### src/pkg/sarf_pkg.sv
// shared constants, types and state encoding for the sar result formatter
package sarf_pkg;

   // ==========================================================
   // converter geometry
   localparam int CODE_BITS = 10;
   localparam int SHORT_BITS = 8;
   localparam int BYTE_BITS = 8;
   localparam int DIV_W = 5;
   localparam int TICK_W = 4;

   // ==========================================================
   // conversion length in sar clocks
   localparam logic [TICK_W-1:0] CONV_CLKS_10 = 4'hD;
   localparam logic [TICK_W-1:0] SHORT_SAVING = 4'h2;
   localparam logic [TICK_W-1:0] CONV_CLKS_8 = CONV_CLKS_10 - SHORT_SAVING;
   localparam logic [TICK_W-1:0] SETUP_CLKS = 4'h3;

   // ==========================================================
   // successive approximation trial bits
   localparam logic [CODE_BITS-1:0] TRIAL_MSB = 10'h200;
   localparam logic [CODE_BITS-1:0] LAST_BIT_10 = 10'h001;
   localparam logic [CODE_BITS-1:0] LAST_BIT_8 = 10'h004;
   localparam logic [CODE_BITS-1:0] CODE_ZERO = 10'h000;

   // ==========================================================
   // justification padding and reset values
   localparam logic [5:0] PAD_ZERO = 6'h00;
   localparam logic [BYTE_BITS-1:0] RESULT_RESET = 8'h00;
   localparam logic [TICK_W-1:0] TICK_ZERO = 4'h0;
   localparam logic [TICK_W-1:0] TICK_ONE = 4'h1;
   localparam logic [DIV_W-1:0] DIV_ZERO = 5'h00;
   localparam logic [DIV_W-1:0] DIV_ONE = 5'h01;

   // ==========================================================
   // software configuration carried as one group
   typedef struct packed {
      logic power_on;
      logic left_align;
      logic short_result;
      logic gain_half;
      logic [DIV_W-1:0] divider;
   } sarf_cfg_s;

   // formatted result byte pair
   typedef struct packed {
      logic [BYTE_BITS-1:0] high;
      logic [BYTE_BITS-1:0] low;
   } sarf_result_s;

   // conversion sequencer, gray coded along idle-track-resolve-finish
   typedef enum logic [1:0] {
      sarf_idle = 2'h0,
      sarf_track = 2'h1,
      sarf_resolve = 2'h3,
      sarf_finish = 2'h2
   } sarf_state_e;

endpackage

### src/core/sarf_clk_div.sv
// sar conversion clock tick generator divided from the system clock
`timescale 1ns/1ps
module sarf_clk_div
   import sarf_pkg::*;
#(
   parameter int W = DIV_W
) (
   // clock and reset
   input wire logic clk_sys,
   input wire logic rst_n,
   // control
   input wire logic run,
   input wire logic [W-1:0] divider,
   // tick out
   output logic sar_tick
);

   // ==========================================================
   // divide counter
   logic [W-1:0] cnt;

   always_ff @(posedge clk_sys) begin
      if (!rst_n) begin
         cnt <= '0;
         sar_tick <= 1'b0;
      end else if (!run) begin
         cnt <= '0;
         sar_tick <= 1'b0;
      end else if (cnt == divider) begin
         cnt <= '0;
         sar_tick <= 1'b1;
      end else begin
         cnt <= cnt + W'(1);
         sar_tick <= 1'b0;
      end
   end

   // ==========================================================
   // checks
   a_div_tick_due: assert property (
      @(posedge clk_sys) disable iff (!rst_n)
      run && (cnt == divider) |=> sar_tick
   ) else $error("sar tick missing at end of divide period");

   a_div_tick_cause: assert property (
      @(posedge clk_sys) disable iff (!rst_n)
      sar_tick |-> $past(run) && ($past(cnt) == $past(divider))
   ) else $error("sar tick outside divide period end");

endmodule

### src/core/sarf_result_fmt.sv
// sar converter control, sequencing and result formatting
`timescale 1ns/1ps
// What this block does
// converter runs only while power bit set
// result is unsigned ten bit code
// right aligned code in low ten bits
// left aligned code in top ten bits
// unused result bits read zero
// result bytes load at conversion end
// short mode resolves eight bits, high byte
// short mode ignores left align bit
// short conversion two sar clocks shorter
// gain selectable one or one half
// busy during conversion, fall sets done
// software writes start to begin conversion
// sar clock is system clock over divider+1
// results held while converter is shut down
module sarf_result_fmt
   import sarf_pkg::*;
(
   // clock and reset
   input wire logic clk_sys,
   input wire logic rst_n,
   // software configuration
   input wire sarf_cfg_s cfg,
   // software commands
   input wire logic start_write,
   input wire logic done_flag_clear,
   // analog comparator from the converter core
   input wire logic comp_in,
   // analog controls
   output logic analog_power_on,
   output logic gain_half,
   output logic sample_hold,
   output logic [CODE_BITS-1:0] dac_trial,
   // status
   output logic conversion_in_progress,
   output logic conversion_done_flag,
   output logic conversion_done_pulse,
   // result
   output logic [BYTE_BITS-1:0] result_high_byte,
   output logic [BYTE_BITS-1:0] result_low_byte
);

   // ==========================================================
   // internal state
   sarf_state_e state;
   logic comp_s1;
   logic comp_s2;
   logic comp_s3;
   logic comp_level;
   logic sar_tick;
   logic short_mode;
   logic left_mode;
   logic [TICK_W-1:0] tick_cnt;
   logic [CODE_BITS-1:0] trial_bit;
   logic [CODE_BITS-1:0] code;
   logic [CODE_BITS-1:0] next_sar;
   logic [CODE_BITS-1:0] last_bit;
   logic start_ok;
   sarf_result_s next_result;

   // ==========================================================
   // sar clock divider
   sarf_clk_div #(
      .W(DIV_W)
   ) u_div (
      .clk_sys(clk_sys),
      .rst_n(rst_n),
      .run(conversion_in_progress),
      .divider(cfg.divider),
      .sar_tick(sar_tick)
   );

   // ==========================================================
   // comparator synchroniser and agreement filter
   always_ff @(posedge clk_sys) begin
      if (!rst_n) begin
         comp_s1 <= 1'b0;
         comp_s2 <= 1'b0;
         comp_s3 <= 1'b0;
      end else begin
         comp_s1 <= comp_in;
         comp_s2 <= comp_s1;
         comp_s3 <= comp_s2;
      end
   end

   always_ff @(posedge clk_sys) begin
      if (!rst_n) begin
         comp_level <= 1'b0;
      end else if (comp_s2 == comp_s3) begin
         comp_level <= comp_s3;
      end
   end

   // ==========================================================
   // analog control levels
   always_ff @(posedge clk_sys) begin
      if (!rst_n) begin
         analog_power_on <= 1'b0;
         gain_half <= 1'b0;
      end else begin
         analog_power_on <= cfg.power_on;
         gain_half <= cfg.gain_half;
      end
   end

   // ==========================================================
   // successive approximation step
   assign start_ok = start_write && cfg.power_on && (state == sarf_idle);
   assign last_bit = short_mode ? LAST_BIT_8 : LAST_BIT_10;

   always_comb begin
      next_sar = dac_trial;
      if (!comp_level) begin
         next_sar = dac_trial & ~trial_bit;
      end
   end

   // ==========================================================
   // conversion sequencer
   always_ff @(posedge clk_sys) begin
      if (!rst_n) begin
         state <= sarf_idle;
         conversion_in_progress <= 1'b0;
         sample_hold <= 1'b0;
         tick_cnt <= TICK_ZERO;
         trial_bit <= TRIAL_MSB;
         dac_trial <= CODE_ZERO;
         code <= CODE_ZERO;
         short_mode <= 1'b0;
         left_mode <= 1'b0;
      end else if (!cfg.power_on) begin
         state <= sarf_idle;
         conversion_in_progress <= 1'b0;
         sample_hold <= 1'b0;
         tick_cnt <= TICK_ZERO;
         trial_bit <= TRIAL_MSB;
         dac_trial <= CODE_ZERO;
      end else begin
         case (state)
            sarf_idle: begin
               if (start_ok) begin
                  state <= sarf_track;
                  conversion_in_progress <= 1'b1;
                  sample_hold <= 1'b1;
                  tick_cnt <= TICK_ZERO;
                  trial_bit <= TRIAL_MSB;
                  dac_trial <= TRIAL_MSB;
                  short_mode <= cfg.short_result;
                  left_mode <= cfg.left_align;
               end
            end
            sarf_track: begin
               if (sar_tick) begin
                  tick_cnt <= tick_cnt + TICK_ONE;
                  if (tick_cnt == SETUP_CLKS - TICK_ONE) begin
                     state <= sarf_resolve;
                     sample_hold <= 1'b0;
                  end
               end
            end
            sarf_resolve: begin
               if (sar_tick) begin
                  tick_cnt <= tick_cnt + TICK_ONE;
                  if (trial_bit == last_bit) begin
                     state <= sarf_finish;
                     code <= next_sar;
                     dac_trial <= next_sar;
                  end else begin
                     trial_bit <= trial_bit >> 1;
                     dac_trial <= next_sar | (trial_bit >> 1);
                  end
               end
            end
            sarf_finish: begin
               state <= sarf_idle;
               conversion_in_progress <= 1'b0;
            end
            default: begin
               state <= sarf_idle;
               conversion_in_progress <= 1'b0;
            end
         endcase
      end
   end

   // ==========================================================
   // result formatting
   always_comb begin
      next_result = '0;
      if (short_mode) begin
         next_result.high = code[CODE_BITS-1:CODE_BITS-SHORT_BITS]; // see
         next_result.low = RESULT_RESET;
      end else if (left_mode) begin
         next_result = {code, PAD_ZERO}; // see
      end else begin
         next_result = {PAD_ZERO, code}; // see
      end
   end

   always_ff @(posedge clk_sys) begin
      if (!rst_n) begin
         result_high_byte <= RESULT_RESET;
         result_low_byte <= RESULT_RESET;
      end else if (cfg.power_on && (state == sarf_finish)) begin
         result_high_byte <= next_result.high;
         result_low_byte <= next_result.low;
      end
   end

   // ==========================================================
   // completion flag and pulse
   always_ff @(posedge clk_sys) begin
      if (!rst_n) begin
         conversion_done_flag <= 1'b0;
      end else if (cfg.power_on && (state == sarf_finish)) begin
         conversion_done_flag <= 1'b1;
      end else if (done_flag_clear) begin
         conversion_done_flag <= 1'b0;
      end
   end

   always_ff @(posedge clk_sys) begin
      if (!rst_n) begin
         conversion_done_pulse <= 1'b0;
      end else begin
         conversion_done_pulse <= cfg.power_on && (state == sarf_finish);
      end
   end

   // ==========================================================
   // checks
   a_off_not_busy: assert property (
      @(posedge clk_sys) disable iff (!rst_n)
      !cfg.power_on |=> !conversion_in_progress && (state == sarf_idle)
   ) else $error("converter active while shut down");

   a_start_sets_busy: assert property (
      @(posedge clk_sys) disable iff (!rst_n)
      start_ok |=> conversion_in_progress && sample_hold
   ) else $error("start did not begin a conversion");

   a_fall_sets_done: assert property (
      @(posedge clk_sys) disable iff (!rst_n)
      $fell(conversion_in_progress) && $past(cfg.power_on)
         |-> conversion_done_flag ##1 !conversion_done_pulse
   ) else $error("busy fall without done flag and single pulse");

   a_done_flag_hold: assert property (
      @(posedge clk_sys) disable iff (!rst_n)
      conversion_done_flag && !done_flag_clear |=> conversion_done_flag
   ) else $error("done flag lost without clear");

   a_right_pad_zero: assert property (
      @(posedge clk_sys) disable iff (!rst_n)
      conversion_done_pulse && !short_mode && !left_mode
         |-> (result_high_byte[7:2] == PAD_ZERO) && ({result_high_byte[1:0],
         result_low_byte} == code)
   ) else $error("right aligned result misplaced");

   a_left_pad_zero: assert property (
      @(posedge clk_sys) disable iff (!rst_n)
      conversion_done_pulse && !short_mode && left_mode
         |-> (result_low_byte[5:0] == PAD_ZERO) && ({result_high_byte,
         result_low_byte[7:6]} == code)
   ) else $error("left aligned result misplaced");

   a_short_high_only: assert property (
      @(posedge clk_sys) disable iff (!rst_n)
      conversion_done_pulse && short_mode
         |-> (result_low_byte == RESULT_RESET) && (result_high_byte == code[9:2])
   ) else $error("short result not in high byte");

   a_short_low_clean: assert property (
      @(posedge clk_sys) disable iff (!rst_n)
      (state == sarf_finish) && short_mode |-> code[1:0] == 2'h0
   ) else $error("short conversion resolved low bits");

   a_conv_length: assert property (
      @(posedge clk_sys) disable iff (!rst_n)
      (state == sarf_finish)
         |-> tick_cnt == (short_mode ? CONV_CLKS_8 : CONV_CLKS_10)
   ) else $error("conversion length in sar clocks wrong");

   a_off_holds_result: assert property (
      @(posedge clk_sys) disable iff (!rst_n)
      !cfg.power_on |=> $stable(result_high_byte) && $stable(result_low_byte)
   ) else $error("result changed while shut down");

   a_result_on_done: assert property (
      @(posedge clk_sys) disable iff (!rst_n)
      !conversion_done_pulse && !$past(state == sarf_finish)
         |-> $stable(result_high_byte) && $stable(result_low_byte)
   ) else $error("result changed outside completion");

   a_gain_follows: assert property (
      @(posedge clk_sys) disable iff (!rst_n)
      $changed(cfg.gain_half) |=> gain_half == $past(cfg.gain_half)
   ) else $error("gain control did not follow software");

endmodule

### config.mk
export PLATFORM = sky130hd
export DESIGN_NAME = sarf_result_fmt
export DESIGN_NICKNAME = d
export VERILOG_FILES = /design/src/pkg/sarf_pkg.sv /design/src/core/sarf_clk_div.sv /design/src/core/sarf_result_fmt.sv
export SDC_FILE = /design/constraint.sdc
export NUM_CORES = 1
export LEC_CHECK = 0
export BUFFER_PORTS_ARGS = -buffer_cell sky130_fd_sc_hd__buf_4
export CAP_MARGIN = 20
export CORE_ASPECT_RATIO = 0.7
export CORE_UTILIZATION = 59
export CTS_CLUSTER_SIZE = 14
export DETAILED_ROUTE_END_ITERATION = 8
export HOLD_SLACK_MARGIN = 0.08
export PLACE_DENSITY = 0.88
export SLEW_MARGIN = 20
export SYNTH_ARGS = -nofsm -noshare
export SYNTH_HDL_FRONTEND = slang
export SYNTH_SLANG_ARGS = --single-unit
### constraint.sdc
create_clock -name clk_sys -period 4.7 [get_ports clk_sys]
set_clock_uncertainty 0.2 [all_clocks]
set_input_delay 0.235 -clock clk_sys [delete_from_list [all_inputs] [get_ports clk_sys]]
set_output_delay 0.235 -clock clk_sys [all_outputs]
set_load 0.02 [all_outputs]
==> Yosys cells after proc, flatten, opt, wreduce, memory -nomap -nowiden <==
Cells that the tools add are included.
{ "classes": {"addsub": 2, "n_reduce_logical": 21, "n_bitwise": 5, "muxes": 28, "n_eq_ne": 14} }
{ "op_table": {"columns": ["cell", "n"], "rows": [
  ["10-bit 2-to-1 mux", 6],
  ["10-bit one-hot mux with 2 select lines", 2],
  ["16-bit 2-to-1 mux", 2],
  ["4-bit AND reduction", 3],
  ["10-bit bitwise AND", 1],
  ["10-bit by 3-bit equality test with 1-bit output", 1],
  ["2-bit 2-to-1 mux", 5],
  ["10-bit NOT", 1],
  ["10-bit by 9-bit bitwise OR with 10-bit output", 1],
  ["2-bit nonzero test", 5],
  ["3-bit AND reduction", 3],
  ["4-bit 2-to-1 mux", 2],
  ["2-bit != test, second input constant", 4],
  ["2-bit one-hot mux with 4 select lines", 1],
  ["4-bit one-hot mux with 2 select lines", 1],
  ["1-bit 2-to-1 mux", 6],
  ["2-bit by 1-bit != test with 1-bit output, second input constant", 3],
  ["2-bit AND reduction", 3],
  ["5-bit by 1-bit adder with 5-bit output, second input constant", 1],
  ["5-bit equality test", 1],
  ["5-bit AND reduction", 1],
  ["4-bit by 1-bit adder with 4-bit output, second input constant", 1],
  ["2-bit equality test, second input constant", 2],
  ["4-bit by 2-bit equality test with 1-bit output, second input constant", 1],
  ["9 further kinds", 13]
]} }
{ "totals": {"reg_bits": 70, "in_bits": 14, "output_inout_bits": 32} }

==> Longest topological paths before layout <==
Gate-level depths: netlist of run 1.
{ "depth": {"depth_word": 7, "mapped_depth": 6} }

==> Modules after synthesis <==
From an unflattened synthesis of run 1, not the netlist that was laid out.
{ "unflattened": {"hier_cells": 326, "area_unflattened_um2": 2847.7} }
{ "by_module_without_submodules": {"columns": ["mod", "area_each_um2", "cells_per_inst", "seq_area_each_um2", "instances"], "rows": [
  ["sarf_result_fmt", 2557.5, 299, 1281.2, 1],
  ["sarf_clk_div", 290.3, 27, 120.1, 1]
]} }

==> Least setup slack after synthesis of run 1 <==
No wires, ideal clock.
{ "synth_timing": {"kind": "register -> register", "startpoint": "reg trial_bit[6]", "endpoint": "reg code[0]", "t_required_ns": 4.428, "arrival_time_ns": 1.633, "path_slack_ns": 2.796, "n_path_buf": 1, "path_stages_with_launch": 6, "cell_sequence": "dfxtp_1 > or4_4 > a211oi_4 > and3_4 > buf_12 > mux2i_1"} }
{ "synth_between": {"elab_chain_cells": 2} }
{ "synth_rtl": {"columns": ["element", "line_no", "text"], "rows": [
  ["start: declaration", "sarf_result_fmt.sv:56", "logic [CODE_BITS-1:0] trial_bit;"],
  ["start signal: assignment", "sarf_result_fmt.sv:172", "trial_bit <= trial_bit >> 1;"],
  ["10-bit by 3-bit equality test with 1-bit output", "sarf_result_fmt.sv:167", "if (trial_bit == last_bit) begin"],
  ["4-bit AND reduction (no line)", null, null],
  ["end signal: assignment", "sarf_result_fmt.sv:169", "code <= next_sar;"],
  ["end: declaration", "sarf_result_fmt.sv:57", "logic [CODE_BITS-1:0] code;"]
]} }
Every way passes these cells.
A chain may end at the register's enable or synchronous reset.

==> Worst setup path in the final report of run 1 <==
{ "layout_timing": {"startpoint": "reg state[0]", "endpoint": "reg dac_trial[2]"} }
{ "layout_between": {"elab_chain_cells": 4, "word_cells_on_any_way": 8} }
{ "layout_rtl": {"columns": ["element", "line_no", "text"], "rows": [
  ["start: declaration", "sarf_result_fmt.sv:47", "sarf_state_e state;"],
  ["start signal: assignment", "sarf_result_fmt.sv:125", "state <= sarf_idle;"],
  ["start signal: assignment", "sarf_result_fmt.sv:135", "state <= sarf_idle;"],
  ["start signal: assignment", "sarf_result_fmt.sv:145", "state <= sarf_track;"],
  ["2-bit zero test", "sarf_result_fmt.sv:111, sarf_result_fmt.sv:142", null],
  ["1-bit logical AND", "sarf_result_fmt.sv:111", "assign start_ok = start_write && cfg.power_on && (state == sarf_idle);"],
  ["2-bit != test (no line)", null, null],
  ["3-bit AND reduction (no line)", null, null],
  ["end signal: assignment", "sarf_result_fmt.sv:170", "dac_trial <= next_sar;"],
  ["end signal: assignment", "sarf_result_fmt.sv:173", "dac_trial <= next_sar | (trial_bit >> 1);"],
  ["end: declaration", "sarf_result_fmt.sv:35", "output logic [CODE_BITS-1:0] dac_trial,"]
]} }
Several ways; a longest one is shown, not always the timed one.

==> reports/results.ini, run 1 <==
[worst_setup_path]
crit_family=simple AND/OR/NAND/NOR gates
path_buf_inv=0
r2r-start=state[0]
r2r-end=dac_trial[2]
reg2reg_slack_ns=2.28
critPathRequiredTime_ns=4.76
cp.depth=4
cpPeakStageDelay_ns=0.80
path_cells=and4bb_2 -> nor2_1 -> o21ai_0 -> a21oi_1
worstRegToRegCells=4
start_kind=flop
worst_setup_path_end_kind=flop
worst-path-max-fanout=17
critPathArrivalTime_ns=2.48
path_class=reg2reg
cpMaxStageDelayCell=nor2_1

[worst_hold_path]
hold_path_depth=3
min_to=code[3]
hold_path.class=in2reg
worstHoldStart=rst_n

[global_route]
grt_use_total_pct=27.4
grt_pass1_vias=2229
grt_overflow=0
antenna_found_initial=0
grt_max_degree=47
grt_pass1_wl_um=10400

[pwr]
power.leakage_nw=1.23
clkPwrFrac_pct=43.1
powerDensity_mw_per_mm2=334
power_frac_comb_pct=4.2
peakVddDrop_v=0.000214
p_int_uw=890
p_sw_share_pct=22.0
power.total_mw=1.14
seqPwrFrac_pct=52.7
p_sw_uw=251

[clock_tree]
cts_hold_buf=7
cts_tree=done
clk_latency_ns=0.35
cts.repair.resized=0
cts_buffer_depth=2
cts_buffers=9
cts.sinks=70
cts_root_buffer=clkbuf_8
postCtsSetupRepairBufs=0
cts.clk_slew.worst_paths_ns=0.07
h-tree-depth=3

[routing]
postRouteAntennaNets=0
drt_iter0_markers=238
wl_per_cell_um=14.8
via_count=2442
wl_um=6380
vias_per_cell=5.65
dr.pass1.iters=8
drc=2

[synthesis]
synthXorXnorAreaFrac_pct=3.12
synth_mux_area_share_pct=4.27
yosys.area_share.simple_pct=22.8
yosysWarnings=0
synth_compound_area_share_pct=14.9
synth_edf_count=0
syn-num-nets=343
syn-instance-count=326
synthFlopType=dfxtp_1
ys_seq_area_share_pct=49.9
async_flop_share_pct=0
synth_seq_cells=70
yosysUniqueCellTypes=36
synth_top_family_by_area=simple AND/OR/NAND/NOR gates
synth-adder-area-share_pct=1.34
syn-cell-area_sq_mm=0.00281
syn_avg_cell_area_sq_um=8.62

[flow_run]
max_cap_violations=0

[sta]
slew_viol_final=0
tightest_slew_ns=1.04
fmax_ghz=0.413
period_minus_slack_ns=2.42
setup_viol=0
fin_crit_sh_pct=51.5
slew_headroom_pct=30.6
fin_tns_setup_ns=0
rsz0062_at_grt=false
final_hold_viol_count=0

[place]
place.gp.congestion=0.815
hpwlAfterDp_um=4260
numPortBuffers=45

[floorplan]
die_x_um=84.5
die_area_sq_mm=0.00505
die_h_um=59.7
coreArea_sq_mm=0.00445
initial_core_util_pct=63.1
core.rowCount=20
io_pins=46

[cells_and_area]
nFillCells=308
layout-drive-gt1-share_pct=17.5
nNetsFinal=389
antenna_cells=0
syn_to_final_growth_pct=21.5
final_common_cell=dfxtp_1
mostFrequentLayoutCells=dfxtp_1, nand2_1, buf_4, a21oi_1, nand3_1

[status]
status=finished, violations left
violations=design-rule violations

[per-stage QoR]
step | util, % | hold WS [ns] | worst slack, ns | cells | area [sq um]
after floorplan | - | 0.162 | 2.80 | 326 | 2810
after global placement | 70.4 | 0.220 | 2.56 | 409 | 3130
after detailed placement | 70.4 | 0.227 | 2.39 | 409 | 3130
after CTS | 76.6 | 0.131 | 2.40 | 432 | 3410
after global routing | 76.6 | 0.156 | 2.14 | 432 | 3410
final | 76.6 | 0.143 | 2.28 | 432 | 3410
[flip-flops by register name, indices dropped and copies added (netlist names)]
| signal | flops |
|---|---|
| code | 10 |
| dac_trial | 10 |
| trial_bit | 10 |
| result_high_byte | 8 |
| result_low_byte | 8 |
| u_div.cnt | 5 |
| tick_cnt | 4 |
| state | 2 |
| analog_power_on | 1 |
| comp_level | 1 |
| comp_s1 | 1 |
| comp_s2 | 1 |
| comp_s3 | 1 |
| conversion_done_flag | 1 |
| conversion_done_pulse | 1 |
| conversion_in_progress | 1 |
| gain_half | 1 |
| left_mode | 1 |
| sample_hold | 1 |
| short_mode | 1 |
| u_div.sar_tick | 1 |
[worst register-to-register path: stages (launching register included)]
cell,delay [ns]
dfxtp_1,0.55
and4bb_2,0.32
nor2_1,0.80
o21ai_0,0.26
a21oi_1,0.20
[metal layers]
layer	global-route usage, %	part of all wire [%]	up-vias
li1	-	-	1209
met1	35.0	47	1149
met2	45.3	46	74
met3	9.12	6.3	10
met4	7.51	1.3	0
met5	0	0	-
[final cells by class]
| type | count | area (sq um) | share of cell area [%] |
|---|---|---|---|
| clock inverter | 5 | 57.6 | 1.69 |
| inverter | 6 | 22.5 | 0.660 |
| multi-input combinational | 233 | 1300 | 38.2 |
| tap | 55 | 68.8 | 2.02 |
| timing repair buffer | 52 | 408 | 12.0 |
| clock buffer | 11 | 151 | 4.44 |
| sequential | 70 | 1400 | 41.1 |
[power groups by stage]
stage | clock [mW] | sequential (mW) | combinational (mW)
final | 0.492 | 0.601 | 0.0475
after floorplan | 0 | 0.615 | 0.0241
after global placement | 0 | 0.614 | 0.0413
after detailed placement | 0 | 0.615 | 0.0424
after CTS | 0.498 | 0.601 | 0.0471
after global routing | 0.532 | 0.601 | 0.0516
[synthesized netlist by cell type (2+ instances only)]
cell | n | area [sq um]
clkbuf_1 | 14 | 52.6
mux2i_1 | 12 | 120
o21ai_0 | 12 | 60.1
nand4_1 | 3 | 18.8
nand2b_1 | 2 | 12.5
inv_1 | 5 | 18.8
nor3_1 | 2 | 10.0
ha_1 | 3 | 37.5
xnor2_1 | 5 | 43.8
a21boi_0 | 12 | 90.1
nor2b_1 | 2 | 12.5
and2_1 | 4 | 25.0
a21boi_1 | 2 | 15.0
xor2_1 | 5 | 43.8
buf_2 | 2 | 10.0
nand2_1 | 63 | 236
nor2_1 | 19 | 71.3
nand3b_1 | 4 | 30.0
dfxtp_1 | 70 | 1400
a21oi_1 | 33 | 165
nand3_1 | 32 | 160
a31oi_1 | 6 | 37.5
[kinds of logic (layout without fill, tap and decap cells)]
family / count (synthesis) / in the layout
multiplexers: 12 / 12
XOR/XNOR: 10 / 10
AO/OA/AOI/OAI: 70 / 70
buffers and inverters: 23 / 74
adder cells (fa/ha/maj): 3 / 3
flip-flops: 70 / 70
AND/OR/NAND/NOR: 138 / 138
[worst max path at each step]
stage	slack, ns	start	endpoint
floorplan	2.80	trial_bit[6]	code[0]
global placement	2.56	state[0]	dac_trial[5]
detailed placement	2.39	state[0]	dac_trial[3]
CTS	2.40	state[0]	dac_trial[3]
global route	2.14	state[0]	dac_trial[3]
finish	2.28	state[0]	dac_trial[2]
Note: power is estimated with default switching activity, not from simulation.
==> run 2: changes to the inputs <==
--- a/config.mk
+++ b/config.mk
@@ -8,11 +8,11 @@
 export BUFFER_PORTS_ARGS = -buffer_cell sky130_fd_sc_hd__buf_4
 export CAP_MARGIN = 20
 export CORE_ASPECT_RATIO = 0.7
-export CORE_UTILIZATION = 59
+export CORE_UTILIZATION = 55
 export CTS_CLUSTER_SIZE = 14
 export DETAILED_ROUTE_END_ITERATION = 8
 export HOLD_SLACK_MARGIN = 0.08
-export PLACE_DENSITY = 0.88
+export PLACE_DENSITY = 0.83
 export SLEW_MARGIN = 20
 export SYNTH_ARGS = -nofsm -noshare
 export SYNTH_HDL_FRONTEND = slang
==> constraint.sdc (replaced) <==
create_clock -name clk_sys -period 2.33 [get_ports clk_sys]
set_clock_uncertainty 0.2 [all_clocks]
set_input_delay 0.1165 -clock clk_sys [delete_from_list [all_inputs] [get_ports clk_sys]]
set_output_delay 0.1165 -clock clk_sys [all_outputs]
set_load 0.02 [all_outputs]
==> reports/results.ini, run 2 (same netlist as run 1, synthesis figures left out) <==
[routing]
vias_per_cell=5.45
wl_um=6640
drc=0
postRouteAntennaNets=0
wl_per_cell_um=14.6
drt_iter0_markers=243
via_count=2486
dr.pass1.iters=4

[cells_and_area]
layout-drive-gt1-share_pct=18.9
layout.cells.non_filler=456
final_cell_area_sq_mm=0.00358
fin_util_pct=74.1
antenna_cells=0
final_common_cell=dfxtp_1
mostFrequentLayoutCells=dfxtp_1, nand2_1, buf_4, a21oi_1, nand3_1
reg.largest.list=code: 10 flops, dac_trial: 10 flops, trial_bit: 10 flops
nNetsFinal=399
syn_to_final_growth_pct=27.6

[sta]
setup_viol=0
slew_headroom_pct=32.8
holdWs_ns=0.0989
final_hold_viol_count=0
slew_viol_final=0
fin_tns_setup_ns=0
fmax_ghz=0.469
tightest_slew_ns=1.00
fin_ws_ns=0.200
period_minus_slack_ns=2.13
fin_crit_sh_pct=91.4
rsz0062_at_grt=false

[worst_setup_path]
cpPeakStageDelay_ns=0.76
worst_setup_path_end_kind=flop
cpMaxStageDelayCell=nor2_1
path_class=reg2reg
crit_family=simple AND/OR/NAND/NOR gates
critPathRequiredTime_ns=2.41
path_buf_inv=1
worst-path-max-fanout=17
path_cells=buf_4 -> and3_1 -> nor2_1 -> o21ai_0 -> a21oi_1
critPathArrivalTime_ns=2.21
start_kind=flop

[floorplan]
initial_core_util_pct=58.1
die_x_um=87.4
coreArea_sq_mm=0.00483
die_h_um=61.8
core.rowCount=21
io_pins=46
die_area_sq_mm=0.00540

[pwr]
p_int_mw=2.13
power.total_mw=2.63
powerDensity_mw_per_mm2=735
power_frac_comb_pct=4.0
power.leakage_nw=1.32
p_sw_share_pct=19.2
peakVddDrop_v=0.000429
clkPwrFrac_pct=50.0
seqPwrFrac_pct=46.0
p_sw_uw=505

[global_route]
grt_overflow=0
grt_max_degree=46
antenna_found_initial=0
grt_use_total_pct=26.4
grt_pass1_wl_um=10500
grt_pass1_vias=2142

[place]
place_area_sq_mm=0.00320
place.gp.congestion=0.874
dp_cells=430
pre_cts_ws_ns=0.272
numPortBuffers=45
hpwlAfterDp_um=4200

[worst_hold_path]
hold_path.class=in2reg

[clock_tree]
clk_latency_ns=0.34
cts_buffer_depth=2
cts_tree=done
cts.sinks=70
cts.clk_slew.worst_paths_ns=0.07
postCtsSetupRepairBufs=0
cts_buffers=9
h-tree-depth=3
cts.repair.resized=0
cts_root_buffer=clkbuf_8

[status]
status=complete, no violations

[flow_run]
max_cap_violations=0

-- run 2: changes by cell type in the layout (fill, tap and decap cells not counted) --
| cell | before | now |
|---|---|---|
| buf_4 | 45 | 52 |
| clkinvlp_4 | 3 | 0 |
| clkinv_4 | 0 | 1 |
| dlygate4sd3_1 | 7 | 10 |
| bufinv_16 | 1 | 4 |
| clkinv_2 | 1 | 0 |
-- run 2: timing repair --
item,in CTS,in global routing
hold endpoints to repair,8,0
endpoints found under the setup margin,0,0
hold buffers,10,0
-- run 2: metal layers --
layer  GRT usage [%]  routed length [um]  vias up
met2            39.6                3000       97
li1                -                   -     1232
met1            36.1                3080     1145
met4            7.96                  90        0
met3            9.25                 477       12
met5               0                   0        -
-- run 2: worst paths after layout --
path / startpoint / end / slack (ns) / cells past startpoint
hold reg to reg: comp_s1 / comp_s2 / 0.25 / 1
setup reg to reg: state[0] / dac_trial[3] / 0.20 / 5
setup / recovery: state[0] / dac_trial[3] / 0.20 / 5
hold / removal: cfg[8] / code[0] / 0.1 / 3
-- run 2: power groups by stage --
stage | registers, mW | clock network [mW] | logic [mW]
final | 1.21 | 1.32 | 0.106
after global placement | 1.24 | 0 | 0.0888
after global routing | 1.21 | 1.40 | 0.114
after floorplan | 1.24 | 0 | 0.0486
after detailed placement | 1.24 | 0 | 0.0915
after CTS | 1.21 | 1.34 | 0.104
-- run 2: cell type report --
class                      count  area [sq um]
sequential                    70          1400
multi-input combinational    233          1300
fill                         365          1250
timing repair buffer          62           490
clock buffer                  11           151
clock inverter                 5           129
tap                           69          86.3
inverter                       6          22.5
-- run 2: worst min-delay path, delay by kind of cell --
family	cells	cell delay (ns)
buffers and inverters	1	0.14
multiplexers	1	0.13
AND/OR/NAND/NOR	1	0.21
==> run 3: changes to the inputs <==
--- a/config.mk
+++ b/config.mk
@@ -5,14 +5,17 @@
 export SDC_FILE = /design/constraint.sdc
 export NUM_CORES = 1
 export LEC_CHECK = 0
+export ABC_AREA = 1
 export BUFFER_PORTS_ARGS = -buffer_cell sky130_fd_sc_hd__buf_4
 export CAP_MARGIN = 20
 export CORE_ASPECT_RATIO = 0.7
-export CORE_UTILIZATION = 55
+export CORE_UTILIZATION = 56
 export CTS_CLUSTER_SIZE = 14
 export DETAILED_ROUTE_END_ITERATION = 8
+export GPL_ROUTABILITY_DRIVEN = 0
 export HOLD_SLACK_MARGIN = 0.08
-export PLACE_DENSITY = 0.83
+export PLACE_DENSITY = 0.84
+export SETUP_SLACK_MARGIN = 0.4
 export SLEW_MARGIN = 20
 export SYNTH_ARGS = -nofsm -noshare
 export SYNTH_HDL_FRONTEND = slang
==> reports/results.ini, run 3 <==
[sta]
tightest_slew_ns=0.437
slew_viol_final=0
slew_headroom_pct=70.8
rsz0062_at_grt=true
fin_crit_sh_pct=77.5
fin_tns_setup_ns=0
final_hold_viol_count=0
holdWs_ns=0.133
fmax_ghz=0.554
period_minus_slack_ns=1.81
setup_viol=0

[cells_and_area]
layout.cells.non_filler=533
layout-drive-gt1-share_pct=17.5
final_cell_area_sq_mm=0.00368
reg.largest.list=code: 10 flops, dac_trial: 10 flops, trial_bit: 10 flops
final_common_cell=nand2_1
antenna_cells=0
mostFrequentLayoutCells=nand2_1, dfxtp_1, inv_1, buf_4, a21oi_1
nFillCells=386
nNetsFinal=476
syn_to_final_growth_pct=25.9

[place]
numPortBuffers=45
place_area_sq_mm=0.00332
hpwlAfterDp_um=4600
dp_cells=503

[synthesis]
yosysUniqueCellTypes=27
syn_avg_cell_area_sq_um=7.39
yosysTopAreaCellShare_pct=47.9
yosysMostFrequentCell=nand2_1
synth_edf_count=0
syn-cell-area_sq_mm=0.00293
async_flop_share_pct=0
synth_top_family_by_area=simple AND/OR/NAND/NOR gates
synth-adder-area-share_pct=1.28
synth_top_cell_by_area=dfxtp_1
syn-num-nets=413
synth_compound_area_share_pct=12.3
synthTopCellsByArea=dfxtp_1, nand2_1, a21oi_1, inv_1, nand3_1
syn-instance-count=396
yosys.area_share.simple_pct=27.5
synthXorXnorAreaFrac_pct=2.09
synthFlopType=dfxtp_1
yosysWarnings=0
ys_seq_area_share_pct=47.9
synth_seq_cells=70
yosys-top-cells-count=nand2_1, dfxtp_1, inv_1, a21oi_1, nor2_1
synth_mux_area_share_pct=0

[worst_setup_path]
r2r-start=trial_bit[6]
endpoint=code[3]
path_class=reg2reg
critPathRequiredTime_ns=2.37
r2r-end=code[3]
crit_start=trial_bit[6]
worst_setup_path_end_kind=flop
worstRegToRegCells=8
reg2reg_slack_ns=0.52
worst-path-max-fanout=15
critPathArrivalTime_ns=1.85
start_kind=flop

[clock_tree]
cts_buffers=9
cts_root_buffer=clkbuf_8
clk_latency_ns=0.35
postCtsSetupRepairBufs=0
cts_tree=done
cts.sinks=70
h-tree-depth=3
cts.clk_slew.worst_paths_ns=0.07
cts_buffer_depth=2

[pwr]
peakVddDrop_v=0.000523
power.leakage_nw=1.69
powerDensity_mw_per_mm2=652

[floorplan]
die_x_um=88.4
die_h_um=62.5
io_pins=46
core.rowCount=21
initial_core_util_pct=59.6
coreArea_sq_mm=0.00491
die_area_sq_mm=0.00552

[routing]
wl_um=6890
dr.pass1.iters=5
postRouteAntennaNets=0
wl_per_cell_um=12.9
vias_per_cell=5.15
drt_iter0_markers=251
via_count=2746
drc=0

[global_route]
grt_max_degree=24
grt_use_total_pct=28.0
grt_pass1_vias=2533
grt_pass1_wl_um=11800
grt_overflow=0
antenna_found_initial=0

[flow_run]
max_cap_violations=0

[status]
status=complete, no violations

[worst_hold_path]
hold_path.class=in2reg

==> run 3: changes by cell type after synthesis, moves of 6 or more <==
cell	previous run	this run
inv_1	5	53
a31oi_1	6	0
mux2i_1	12	0
a21boi_0	12	2
a21oi_1	33	42
o21ai_0	12	19
nor2_1	19	39
clkbuf_1	14	3
nand2_1	63	95
==> run 3: area by class of cell <==
class	count	area, sq um	share of cell area, %
Sequential cell	70	1400	38.0
Timing Repair inverter	1	7.51	0.204
Multi-Input combinational cell	261	1270	34.5
Clock inverter	6	86.3	2.34
Timing Repair Buffer	61	490	13.3
Clock buffer	10	128	3.46
Tap cell	69	86.3	2.34
Inverter	55	213	5.77
==> run 3: stage by stage <==
step                      setup slack [ns]  utilization [%]  power (mW)
after detailed placement             0.547             67.6        1.35
after CTS                            0.486             74.6        2.41
after global routing                 0.370             75.0        2.49
final                                0.525             75.0        2.40
after floorplan                      0.856                -        1.31
after global placement               0.621             67.6        1.35
==> run 3: where the power goes <==
group	internal [mW]	switching [mW]	leakage (nW)
clock network	0.601	0.451	0.106
logic	0.0525	0.0797	1.02
registers	1.21	0.0105	0.566
==> run 3: cells by family (layout without fill, tap and decap cells) <==
group / after synthesis / count (layout)
buffers and inverters: 65 / 133
adder cells (fa/ha/maj): 3 / 3
flip-flops: 70 / 70
XOR/XNOR: 7 / 7
AO/OA/AOI/OAI: 68 / 68
AND/OR/NAND/NOR: 183 / 183
==> run 3: routing by layer <==
layer  GRT usage [%]  routed length [um]  share of wire (%)  up-vias
met5               0                   0                  0        -
met3            8.72                 434                6.3        4
met2            43.6                3130                 45       93
met1            38.0                3270                 48     1271
li1                -                   -                  -     1378
met4            6.05                  46               0.67        0
==> run 3: what timing repair did <==
| item | 4_1_cts | 5_1_grt |
|---|---|---|
| endpoints found under the hold margin | 32 | 0 |
| hold buffers | 13 | 0 |
| endpoints found under the setup margin | 0 | 23 |
| gates resized for setup | 0 | 4 |
==> run 3: worst max-delay path, stage by stage (launching register included) <==
cell and delay (ns):
dfxtp_1 0.35, nor2_1 0.14, nand2_1 0.07, nor2_1 0.17
nand2_1 0.16, inv_2 0.20, nand2_4 0.17, nor2_1 0.18
nor2_1 0.07
==> run 3: how the worst min path moves through the flow <==
stage	cells after the start	to	slack (ns)	startpoint
after detailed placement	3	gain_half	0.10	cfg[5]
after global placement	3	comp_s1	0.1	comp_in
after global routing	6	u_div.cnt[1]	0.22	cfg[2]
final	6	u_div.cnt[4]	0.13	cfg[2]
after CTS	6	u_div.cnt[4]	0.12	cfg[2]
after floorplan	2	comp_s1	0.01	comp_in
